==> src/design/ssrw_pkg.sv <==
// ssrw_pkg: shared constants of the supply supervisor, reset and watchdog block
// assumes a single 200 MHz clock and comparator results already digital
package ssrw_pkg;

   // clock rate
   localparam int CLK_MHZ = 200; // core clock in MHz
   localparam int CLK_PERIOD_NS = 5; // core clock period

   // counter width shared by every timer
   localparam int TMR_W = 32; // wide enough for the watchdog count

   // reset stretch after the last reset cause goes away
   localparam int RST_STRETCH_MS = 200; // stretch time in ms
   localparam logic [31:0] RST_STRETCH_CYC = 32'(RST_STRETCH_MS * CLK_MHZ * 1000);

   // chip-enable hold after reset asserts
   localparam int CE_HOLD_US = 10; // hold time in us
   localparam logic [31:0] CE_HOLD_CYC = 32'(CE_HOLD_US * CLK_MHZ);

   // watchdog timeout, 1.6 s
   localparam int WD_TIMEOUT_MS = 1600; // timeout in ms
   localparam logic [31:0] WD_TIMEOUT_CYC = 32'(WD_TIMEOUT_MS * CLK_MHZ * 1000);

   // reset values of the registered outputs
   localparam logic RST_VAL_RESET_N = 1'b0; // reset asserted out of reset
   localparam logic RST_VAL_FAULT_N = 1'b1; // no watchdog fault
   localparam logic RST_VAL_CE_N = 1'b1; // memory deselected
   localparam logic RST_VAL_PFO = 1'b0; // power fail shown until inputs seen
   localparam logic RST_VAL_EW_N = 1'b0; // early warning shown until seen
   localparam logic RST_VAL_CELL = 1'b0; // cell not routed

endpackage

==> src/design/ssrw_timer.sv <==
// ssrw_timer: loadable down counter with a zero flag
// assumes load and run come from the same clock domain
`timescale 1ns/1ps
module ssrw_timer
   import ssrw_pkg::*;
#(
   parameter logic [TMR_W-1:0] RST_VAL = '0
) (
   input wire logic mclk_i,
   input wire logic rst_i,
   input wire logic load_i,
   input wire logic run_i,
   input wire logic [TMR_W-1:0] load_val_i,
   output logic [TMR_W-1:0] count_o,
   output logic done_o
);

   logic [TMR_W-1:0] cnt_reg; // remaining cycles

   // load wins over counting; stops at zero
   always_ff @(posedge mclk_i) begin
      if (rst_i) begin
         cnt_reg <= RST_VAL;
      end else if (load_i) begin
         cnt_reg <= load_val_i;
      end else if (run_i && (cnt_reg != '0)) begin
         cnt_reg <= cnt_reg - 1'b1;
      end
   end

   assign count_o = cnt_reg;
   assign done_o = (cnt_reg == '0);

endmodule

==> src/design/ssrw_edge.sv <==
// ssrw_edge: rise and any-edge detector on a synchronous level
// assumes the input is already synchronous to mclk_i
`timescale 1ns/1ps
module ssrw_edge #(
   parameter logic RST_LVL = 1'b0 // idle level of the watched signal out of reset
) (
   input wire logic mclk_i,
   input wire logic rst_i,
   input wire logic in_i,
   output logic rise_o,
   output logic any_o
);

   logic prev_reg; // level one cycle ago

   // delay stage
   always_ff @(posedge mclk_i) begin
      if (rst_i) begin
         prev_reg <= RST_LVL;
      end else begin
         prev_reg <= in_i;
      end
   end

   // edges are one-cycle pulses
   assign rise_o = in_i & ~prev_reg;
   assign any_o = in_i ^ prev_reg;

endmodule

==> src/design/ssrw_top.sv <==
// ssrw_top: supply supervisor with reset stretch, watchdog and chip-enable gating
// assumes every comparator result and pin input is synchronous to mclk_i
`timescale 1ns/1ps
module ssrw_top
   import ssrw_pkg::*;
#(
   parameter logic [TMR_W-1:0] STRETCH_CYC = RST_STRETCH_CYC,
   parameter logic [TMR_W-1:0] WD_CYC = WD_TIMEOUT_CYC
) (
   input wire logic mclk_i,
   input wire logic rst_i,
   input wire logic vcc_above_rst_i,
   input wire logic vcc_above_sw_i,
   input wire logic vcc_above_cell_i,
   input wire logic vcc_above_early_warning_i,
   input wire logic power_fail_sense_in_i,
   input wire logic cell_good_level_i,
   input wire logic manual_reset_n_i,
   input wire logic watchdog_kick_in_i,
   input wire logic chip_enable_n_i,
   output logic ram_from_cell_o,
   output logic backup_switch_indicator_o,
   output logic cell_status_good_o,
   output logic power_fail_flag_out_o,
   output logic early_warning_n_o,
   output logic reset_n_o,
   output logic reset_n_oe_n_o,
   output logic reset_o,
   output logic watchdog_fault_n_o,
   output logic chip_enable_gated_n_o
);

   // hold length bound for the checks below
   localparam logic [TMR_W-1:0] CE_MAX = CE_HOLD_CYC + 32'd2; // ce hold length plus margin

   // internal state
   logic ram_from_cell_reg; // ram supply taken from the cell
   logic cell_status_reg; // cell status pin
   logic pfo_reg; // power-fail flag pin
   logic ew_n_reg; // early warning pin
   logic rst_act_reg; // internal reset asserted
   logic rst_act_next; // next internal reset state
   logic reset_n_reg; // active-low reset pin
   logic reset_reg; // active-high reset pin
   logic fault_n_reg; // watchdog fault pin
   logic ce_hold_reg; // chip enable still passed through
   logic ce_hold_next; // next hold state
   logic ce_n_reg; // gated chip enable pin
   logic cell_set; // conditions to move to the cell
   logic cell_clr; // conditions to move back to main

   // reset cause and timer outputs
   logic rst_cause; // supply low or manual reset pressed
   logic [TMR_W-1:0] stretch_cnt; // stretch cycles left
   logic stretch_done; // stretch elapsed
   logic [TMR_W-1:0] wd_cnt; // watchdog cycles left
   logic wd_done; // watchdog ran out
   logic wd_load; // clears the watchdog timer
   logic [TMR_W-1:0] ce_cnt; // ce hold cycles left
   logic ce_done; // ce hold elapsed
   logic kick_any; // any edge of the watchdog input
   logic rst_rise; // internal reset just asserted

   // backup source selection
   // switch conditions
   assign cell_set = ~vcc_above_sw_i & ~vcc_above_cell_i;
   assign cell_clr = vcc_above_rst_i | vcc_above_cell_i;

   // source latch, in between thresholds the last source stays
   always_ff @(posedge mclk_i) begin
      if (rst_i) begin
         ram_from_cell_reg <= RST_VAL_CELL;
      end else if (cell_set) begin
         ram_from_cell_reg <= 1'b1;
      end else if (cell_clr) begin
         ram_from_cell_reg <= 1'b0;
      end
   end

   // cell status, only meaningful above the switch threshold
   always_ff @(posedge mclk_i) begin
      if (rst_i) begin
         cell_status_reg <= 1'b0;
      end else begin
         cell_status_reg <= vcc_above_sw_i & cell_good_level_i;
      end
   end

   // power-fail and early warning flags
   always_ff @(posedge mclk_i) begin
      if (rst_i) begin
         pfo_reg <= RST_VAL_PFO;
         ew_n_reg <= RST_VAL_EW_N;
      end else begin
         pfo_reg <= power_fail_sense_in_i & vcc_above_sw_i;
         ew_n_reg <= vcc_above_early_warning_i;
      end
   end

   // reset generation
   // reset cause terms
   assign rst_cause = ~vcc_above_rst_i | ~manual_reset_n_i;

   // stretch timer reloads on each cause
   ssrw_timer #(
      .RST_VAL(STRETCH_CYC)
   ) u_stretch (
      .mclk_i(mclk_i),
      .rst_i(rst_i),
      .load_i(rst_cause),
      .run_i(~rst_cause),
      .load_val_i(STRETCH_CYC),
      .count_o(stretch_cnt),
      .done_o(stretch_done)
   );

   // held by cause, then by stretch
   assign rst_act_next = rst_cause | ~stretch_done;

   // reset pins; reset_o driven both ways, reset_n_o open drain via reset_n_oe_n_o
   always_ff @(posedge mclk_i) begin
      if (rst_i) begin
         rst_act_reg <= 1'b1;
         reset_n_reg <= RST_VAL_RESET_N;
         reset_reg <= ~RST_VAL_RESET_N;
      end else begin
         rst_act_reg <= rst_act_next;
         reset_n_reg <= ~rst_act_next;
         reset_reg <= rst_act_next;
      end
   end

   // watchdog
   ssrw_edge u_kick_edge (
      .mclk_i(mclk_i),
      .rst_i(rst_i),
      .in_i(watchdog_kick_in_i),
      .rise_o(),
      .any_o(kick_any)
   );

   assign wd_load = rst_act_reg | kick_any;

   ssrw_timer #(
      .RST_VAL(WD_CYC)
   ) u_wdog (
      .mclk_i(mclk_i),
      .rst_i(rst_i),
      .load_i(wd_load),
      .run_i(~rst_act_reg),
      .load_val_i(WD_CYC),
      .count_o(wd_cnt),
      .done_o(wd_done)
   );

   // fault pin; a kick in the expiry cycle wins, so no stale fault
   always_ff @(posedge mclk_i) begin
      if (rst_i) begin
         fault_n_reg <= RST_VAL_FAULT_N;
      end else if (~vcc_above_sw_i) begin
         fault_n_reg <= 1'b0;
      end else if (rst_act_reg) begin
         fault_n_reg <= 1'b1;
      end else if (kick_any) begin
         fault_n_reg <= 1'b1;
      end else if (wd_done) begin
         fault_n_reg <= 1'b0;
      end
   end

   // chip-enable gating; internal reset is high out of rst_i, so no false rise
   ssrw_edge #(.RST_LVL(1'b1)) u_rst_edge (
      .mclk_i(mclk_i),
      .rst_i(rst_i),
      .in_i(rst_act_reg),
      .rise_o(rst_rise),
      .any_o()
   );

   ssrw_timer #(
      .RST_VAL('0)
   ) u_ce_hold (
      .mclk_i(mclk_i),
      .rst_i(rst_i),
      .load_i(rst_rise),
      .run_i(1'b1),
      .load_val_i(CE_HOLD_CYC),
      .count_o(ce_cnt),
      .done_o(ce_done)
   );

   // hold keeps an access that began before reset alive briefly
   always_comb begin
      ce_hold_next = ce_hold_reg;
      if (rst_rise) begin
         // only if the access is open
         ce_hold_next = ~chip_enable_n_i;
      end else if (chip_enable_n_i || ce_done) begin
         ce_hold_next = 1'b0;
      end
   end

   // hold state and gated pin
   always_ff @(posedge mclk_i) begin
      if (rst_i) begin
         ce_hold_reg <= 1'b0;
         ce_n_reg <= RST_VAL_CE_N;
      end else begin
         ce_hold_reg <= ce_hold_next;
         ce_n_reg <= chip_enable_n_i | (rst_act_reg & ~ce_hold_next);
      end
   end

   // outputs, all straight from flops
   assign ram_from_cell_o = ram_from_cell_reg;
   assign backup_switch_indicator_o = ram_from_cell_reg;
   assign cell_status_good_o = cell_status_reg;
   assign power_fail_flag_out_o = pfo_reg;
   assign early_warning_n_o = ew_n_reg;
   assign reset_n_o = reset_n_reg;
   // open drain: enable low only while pulling low
   assign reset_n_oe_n_o = reset_n_reg;
   assign reset_o = reset_reg;
   assign watchdog_fault_n_o = fault_n_reg;
   assign chip_enable_gated_n_o = ce_n_reg;

   logic [TMR_W-1:0] hold_len_reg; // cycles the current hold has lasted

   // check helper; counts instead of a delay range too long for the tools
   always_ff @(posedge mclk_i) begin
      if (rst_i || !ce_hold_reg) begin
         hold_len_reg <= '0;
      end else begin
         hold_len_reg <= hold_len_reg + 1'b1;
      end
   end
endmodule

==> config.mk <==
export PLATFORM = sky130hd
export DESIGN_NAME = ssrw_top
export DESIGN_NICKNAME = d
export VERILOG_FILES = /design/src/design/ssrw_pkg.sv /design/src/design/ssrw_timer.sv /design/src/design/ssrw_edge.sv /design/src/design/ssrw_top.sv
export SDC_FILE = /design/constraint.sdc
export NUM_CORES = 1
export LEC_CHECK = 0
export BUFFER_PORTS_ARGS = -buffer_cell sky130_fd_sc_hd__buf_4
export CAP_MARGIN = 20
export CORE_MARGIN = 5
export CORE_UTILIZATION = 42
export DETAILED_ROUTE_END_ITERATION = 8
export GPL_TIMING_DRIVEN = 0
export HOLD_SLACK_MARGIN = 0.02
export PLACE_DENSITY = 0.62
export SETUP_SLACK_MARGIN = 0.2
export SYNTH_ARGS = -nofsm -noshare
export SYNTH_HDL_FRONTEND = slang
export SYNTH_HIERARCHICAL = 1
export SYNTH_SLANG_ARGS = --single-unit
==> constraint.sdc <==
create_clock -name mclk_i -period 2.5 [get_ports mclk_i]
set_input_delay 0 -clock mclk_i [delete_from_list [all_inputs] [get_ports mclk_i]]
set_output_delay 0 -clock mclk_i [all_outputs]
set_load 0.005 [all_outputs]
# == Word-level counts from Yosys, hierarchy flattened ==
# Index checks and enable logic that the tools add are counted.
# totals
in_bits,11
word_cells,65
output_inout_bits,10
reg_bits,107
# op_classes
mux,10
addsub,3
n_bitwise,22
reduce_logical,14
eq_ne,1
# op_table
op,n
logical NOT 32 bit,3
nonzero test 32 bit,3
subtractor 32 x 1 -> 32 bit (second input constant),3
two-way mux 11 bit,2
inverter 1 bit,11
two-way mux 1 bit,8
OR reduction 2 bit,3
bitwise AND 1 bit,5
OR 1 bit,5
inequality test 4 x 1 -> 1 bit (second input constant),1
nonzero test 2 bit,2
logical AND 1 bit,2
logical OR 1 bit,1
bitwise XOR 1 bit,1

# == Logic depth before layout (Yosys ltp) ==
# Gate-level depths: netlist (run 1).
# logic_depth
depth_word,7
depth_mapped,11
depth_no_buf,9

# == Hierarchy ==
# Netlist (run 1), hierarchy kept.
# modules_own_cells
mod,area_per_inst_um2,cells_per_inst,instances,seq_area_each_um2
ssrw_timer (u_stretch),2127.0,253,1,640.6
ssrw_timer (u_wdog),2073.2,266,1,640.6
ssrw_timer (u_ce_hold),1993.2,233,1,640.6
ssrw_top,321.6,31,1,180.2
ssrw_edge (u_kick_edge),53.8,5,1,20.0
ssrw_edge (u_rst_edge),46.3,5,1,20.0

# == Worst setup path before layout (run 1) ==
# Ideal clock, no wire load.
# synth_path
kind,register to register
start,"register u_wdog.cnt_reg[5], in the netlist u_wdog/count_o[5]"
end,"register u_wdog.cnt_reg[21], in the netlist u_wdog/count_o[21]"
t_arrival_ns,2.500
path_buffers,2
period_less_slack_ns,2.591
path_slack_ns,-0.091
required_time_ns,2.409
setup_time_ns,0.091
path_stages_with_launch,8
cell_sequence,dfxtp_1 or4_1 clkbuf_2 or3_4 or3_1 buf_2 or4_1 a311oi_1
# synth_via
elab_chain_cells,2
word_cells_on_any_way,3
cone_classes,add/sub (1); reduce/logical (2)
# synth_lines
element,line,source
from (decl),ssrw_timer.sv:18,logic [TMR_W-1:0] cnt_reg;
from (signal assigned),ssrw_timer.sv:25,cnt_reg <= load_val_i;
from (signal assigned),ssrw_timer.sv:27,cnt_reg <= cnt_reg - 1'b1;
branches (longest 2 deep; another with subtractor 32 x 1 -> 32 bit),n/a,
# Parallel ways; which one is timed is not known.
# A chain may end at the register's enable or synchronous reset.

# == Final worst setup path (run 1) ==
# layout_path
start,"register u_wdog.cnt_reg[6], in the netlist u_wdog/count_o[6]"
end,"register u_wdog.cnt_reg[21], in the netlist u_wdog/count_o[21]"
# Same word-level chain as after synthesis.

==> flow_summary.ini, run 1 <==
[outcome]
status = finished, violations left
violations = negative setup slack

[power]
power_density_nw_per_um2 = 818.2
swShare = 0.3972
comb_power_share = 0.467
power.share.clock = 0.206
total_power_uw = 7388
seqPwrFrac = 0.327
p_int_uw = 4454
p_switching_uw = 2934
p_leak_uw = 0.003220
ir_drop_mv = 0.5219

[timing]
setup_viol = 4
worst_pin_slew_ns = 0.7045
rsz0062_at_grt = yes
fmax_mhz = 381.1
finalHoldWorstSlack_ns = 0.04665
finalCriticalPeriod_ns = 2.624
worst_slack_ns = -0.1238
max_slew_margin = 0.5303
drv_slew = 0
fin_crit_sh = 1.050
finalClockSkew_ns = 0.007576
finalHoldViolCount = 0

[finish]
final_layout_size_suffix_gt1_frac = 0.2470
final_cell_mix = conb_1 (102), dfxtp_1 (93), nor2_1 (85)
diodes = 0
syn_to_final_growth_pct = 36.56
stdcell_count = 1219
final_common_cell = conb_1
nFillCells = 1419
finalCoreUtilization = 0.5895
final_nets = 1019

[route]
drt_first_iter_violations = 516
wire_per_inst_um = 16.96
dr.pass1.iters = 4
wl_mm = 20.68
drt_drc_violations_left = 0
viasPerCell = 5.690
vias = 6936
drtAntennaViolNets = 0

[global_route]
overflow = 0
grt_pass1_vias = 6360
grt_pass1_wl_mm = 33.08
grt_usage = 0.2224
grt_max_degree = 22
antenna_found_initial = 1

[floorplanning]
start_util = 0.4317
die_h_um = 135.5
io-pin-count = 21
coreArea_um2 = 15310
die_w_um = 135.5
dieArea_um2 = 18350
rows = 45

[clock_tree]
numCtsBuffers = 9
max-clock-path-buffers = 2
insertion_delay_ns = 0.36
cts_tree = built
cts.sinks = 107
ctsRootBufferMaster = clkbuf_16
cts_htree_levels = 3
clk_pin_slew_ns = 0.07

[logic_synthesis]
synth_area_per_cell_um2 = 8.348
syn_inst = 792
ys_warn_count = 6
netlist_area_um2 = 6611

[place]
dp_cells = 1123
gp_congestion = 0.8608
hpwl_mm = 13.23
placement.io_buffers = 20

[hold_path]
hold_class = primary input to flop

[critical_path]
crit_type = flop to flop
crit_fanout = 7
required_ns = 2.76
critPathLaunchType = flop
end_kind = flop
worstPathArrival_ns = 2.89

[run]
maxCapViolations = 0
[path summary, 6_finish.rpt]
check	to	depth (start not counted)	slack, ns	startpoint
setup / recovery	u_wdog/count_o[21]$_SDFFE_PP0P_	7	-0.12	u_wdog/count_o[6]$_SDFFE_PP0P_
hold / removal	reset_n_o$_SDFF_PP0_	3	0.05	vcc_above_rst_i
setup reg to reg	u_wdog/count_o[21]$_SDFFE_PP0P_	7	-0.12	u_wdog/count_o[6]$_SDFFE_PP0P_
hold reg to reg	u_wdog/count_o[10]$_SDFFE_PP0P_	2	0.49	u_wdog/count_o[10]$_SDFFE_PP0P_
[critical path, cell delays in order, from the launching register on]
cell and delay (ns):
dfxtp_2 0.33, or4_4 0.53, buf_8 0.14, or3_4 0.34, or3_4 0.34, buf_6 0.14, or4_4 0.41, a311oi_2 0.30
[through the flow]
step	setup WS, ns	setup TNS (ns)	instance area [um2]
global placement	-0.3891	-4.060	7440
CTS	-0.06918	-0.2121	8511
detailed placement	-0.3559	-3.728	7440
global route	-0.1487	-1.144	9029
finish	-0.1238	-0.2569	9029
floorplan	0.02550	0	7025
[layer usage]
metal  track usage  share of wire
met1        0.3004           0.45
met5             0        0.00063
met4       0.07839          0.024
met3       0.03455          0.051
met2        0.3609           0.47
[area by class of cell]
class | count | area [um2] | share of cell area
Buffer | 56 | 315.3 | 0.03492
Clock buffer | 11 | 252.7 | 0.02799
Clock inverter | 5 | 61.31 | 0.006790
Inverter | 25 | 105.1 | 0.01164
Multi-Input combinational cell | 703 | 4986 | 0.5522
Sequential cell | 107 | 2177 | 0.2411
Tap cell | 211 | 264.0 | 0.02924
Timing Repair Buffer | 101 | 867.1 | 0.09604
[power groups by stage]
stage / sequential, uW / combinational, uW / clock (uW)
floorplan: 2270 / 2130 / 0
global placement: 2340 / 2620 / 0
detailed placement: 2330 / 2650 / 0
CTS: 2320 / 3000 / 1570
global route: 2470 / 3760 / 1630
finish: 2420 / 3450 / 1530
[repair_timing]
action                                 CTS  global route
cloned                                   2             0
setup endpoints to repair               73            79
setup buffers                           46            22
resized for setup                       75            93
pin swaps                               41            66
endpoints found under the hold margin   10             0
hold buffers                            11             0
Note: power is estimated with default switching activity, not from simulation.
==> run 2, diff against run 1 <==
- PLACE_DENSITY: 0.62 -> unset
==> flow_summary.ini, run 2 (synthesis gave the netlist of run 1 again) <==
[critical_path]
end_kind = flop
startpoint = u_wdog/count_o[6]$_SDFFE_PP0P_
crit_fanout = 5
reg2reg_to = u_wdog/count_o[21]$_SDFFE_PP0P_
rrSetupSlack_ns = -0.1
critPathLaunchType = flop
reg2reg_from = u_wdog/count_o[6]$_SDFFE_PP0P_
required_ns = 2.76
endpoint = u_wdog/count_o[21]$_SDFFE_PP0P_
r2r_cells = 7
worstPathArrival_ns = 2.85
crit_type = flop to flop

[clock_tree]
insertion_delay_ns = 0.36
numCtsBuffers = 9
ctsRootBufferMaster = clkbuf_16
cts_htree_levels = 3
clk_pin_slew_ns = 0.08
cts_tree = built
cts.sinks = 107
max-clock-path-buffers = 2

[route]
dr.pass1.iters = 5
wire_per_inst_um = 17.63
met2_length_mm = 9.890
viasPerCell = 5.722
route.met3.wl_mm = 1.001
wl_mm = 21.51
drtAntennaViolNets = 0
drt_first_iter_violations = 620
highest_layer = met4
vias = 6981
drt_drc_violations_left = 0
drt-met1-wl_mm = 10.16

[timing]
worst_pin_slew_ns = 0.7694
finalCriticalPeriod_ns = 2.597
worst_slack_ns = -0.09655
finalHoldViolCount = 0
setup_viol = 3
fmax_mhz = 385.1
finalClockSkew_ns = 0.01076
rsz0062_at_grt = yes
fin_crit_sh = 1.039
max_slew_margin = 0.4871
drv_slew = 0

[finish]
final_cell_mix = conb_1 (102), dfxtp_1 (91), nor2_1 (86)
stdcell_count = 1220
syn_to_final_growth_pct = 37.47
final_nets = 1019
final_common_cell = conb_1
final_layout_size_suffix_gt1_frac = 0.2569
nFillCells = 1411

[floorplanning]
die_w_um = 135.5
die_h_um = 135.5
rows = 45
dieArea_um2 = 18350
coreArea_um2 = 15310
io-pin-count = 21
start_util = 0.4317

[global_route]
grt_usage = 0.2241
grt_pass1_vias = 6304
grt_pass1_wl_mm = 33.26
antenna_found_initial = 0
overflow = 0
grt_max_degree = 22

[power]
ir_drop_mv = 0.5085
p_leak_uw = 0.003268
power_density_nw_per_um2 = 849.5

[hold_path]
hold_path_depth = 6
hold_class = primary input to flop

[outcome]
violations = negative setup slack
status = finished, violations left

[place]
hpwl_mm = 13.60
placement.io_buffers = 20
pre_cts_ws_ns = -0.2615
gp_congestion = 0.8549
dp_cells = 1124

[run]
maxCapViolations = 0
==> run 2: cell types whose count changed in the layout (fill, tap and decap cells not counted), moves of 4 or more <==
cell / delta
a311oi_1: -6
or4_4: +4
a311oi_2: +6
inv_2: +4
or4_1: -4
==> run 2: through the flow <==
| stage | TNS (ns) | area (um2) | total power (uW) | util | hold WS, ns |
|---|---|---|---|---|---|
| after detailed placement | -3.804 | 7445 | 5002 | 0.4861 | 0.1601 |
| after global routing | -0.3419 | 9086 | 8209 | 0.5933 | 0.3711 |
| after global placement | -7.858 | 7440 | 4997 | 0.4858 | 0.1600 |
| final | -0.1636 | 9089 | 7721 | 0.5935 | 0.3248 |
| after floorplan | 0 | 7025 | 4391 | - | 0.06428 |
| after CTS | -0.1988 | 8414 | 6977 | 0.5494 | 0.2954 |
==> run 2: critical path, cell delays in order, from the launching register on <==
cell and delay [ns]:
dfxtp_2 0.34, or4_4 0.51, buf_8 0.14, or3_4 0.33, or3_4 0.34, buf_6 0.14
or4_4 0.41, a311oi_2 0.29
==> run 2: where the power goes <==
group / switching (uW) / internal (uW) / total (uW)
combinational: 2000 / 1830 / 3830
clock: 666 / 801 / 1470
sequential: 425 / 2000 / 2430
==> run 2: layer usage <==
metal,global-route usage,up-vias
met4,0.07447,0
li1,-,3455
met1,0.3124,3302
met5,0,-
met2,0.3556,187
met3,0.03269,37
==> run 2: area by class of cell <==
cell class / count / area [um2] / share of cell area
multi-input combinational: 703 / 5045 / 0.5551
sequential: 107 / 2177 / 0.2395
timing repair buffer: 100 / 870.8 / 0.09581
buffer: 57 / 332.8 / 0.03662
tap: 211 / 264.0 / 0.02905
clock buffer: 11 / 242.7 / 0.02671
inverter: 25 / 101.3 / 0.01115
clock inverter: 5 / 52.55 / 0.005782
antenna: 1 / 2.502 / 0.0002753
==> run 2: worst min-delay path by stage <==
stage                     slack, ns                                      to        startpoint
final                          0.32      u_stretch/count_o[11]$_SDFFE_PP1P_  manual_reset_n_i
after global routing           0.37      u_stretch/count_o[11]$_SDFFE_PP1P_  manual_reset_n_i
after CTS                      0.30      u_stretch/count_o[11]$_SDFFE_PP1P_  manual_reset_n_i
after detailed placement       0.16  backup_switch_indicator_o$_SDFFE_PP0P_  vcc_above_cell_i
after global placement         0.16  backup_switch_indicator_o$_SDFFE_PP0P_  vcc_above_cell_i
after floorplan                0.06         u_kick_edge/prev_reg$_SDFF_PP0_             rst_i
==> run 2: what timing repair did <==
action | in CTS | in global routing
resized for setup | 71 | 114
endpoints found under the setup margin | 73 | 73
pin swaps | 30 | 56
cloned | 1 | 1
setup buffers | 42 | 24
hold endpoints to repair | 9 | 0
hold buffers | 11 | 0
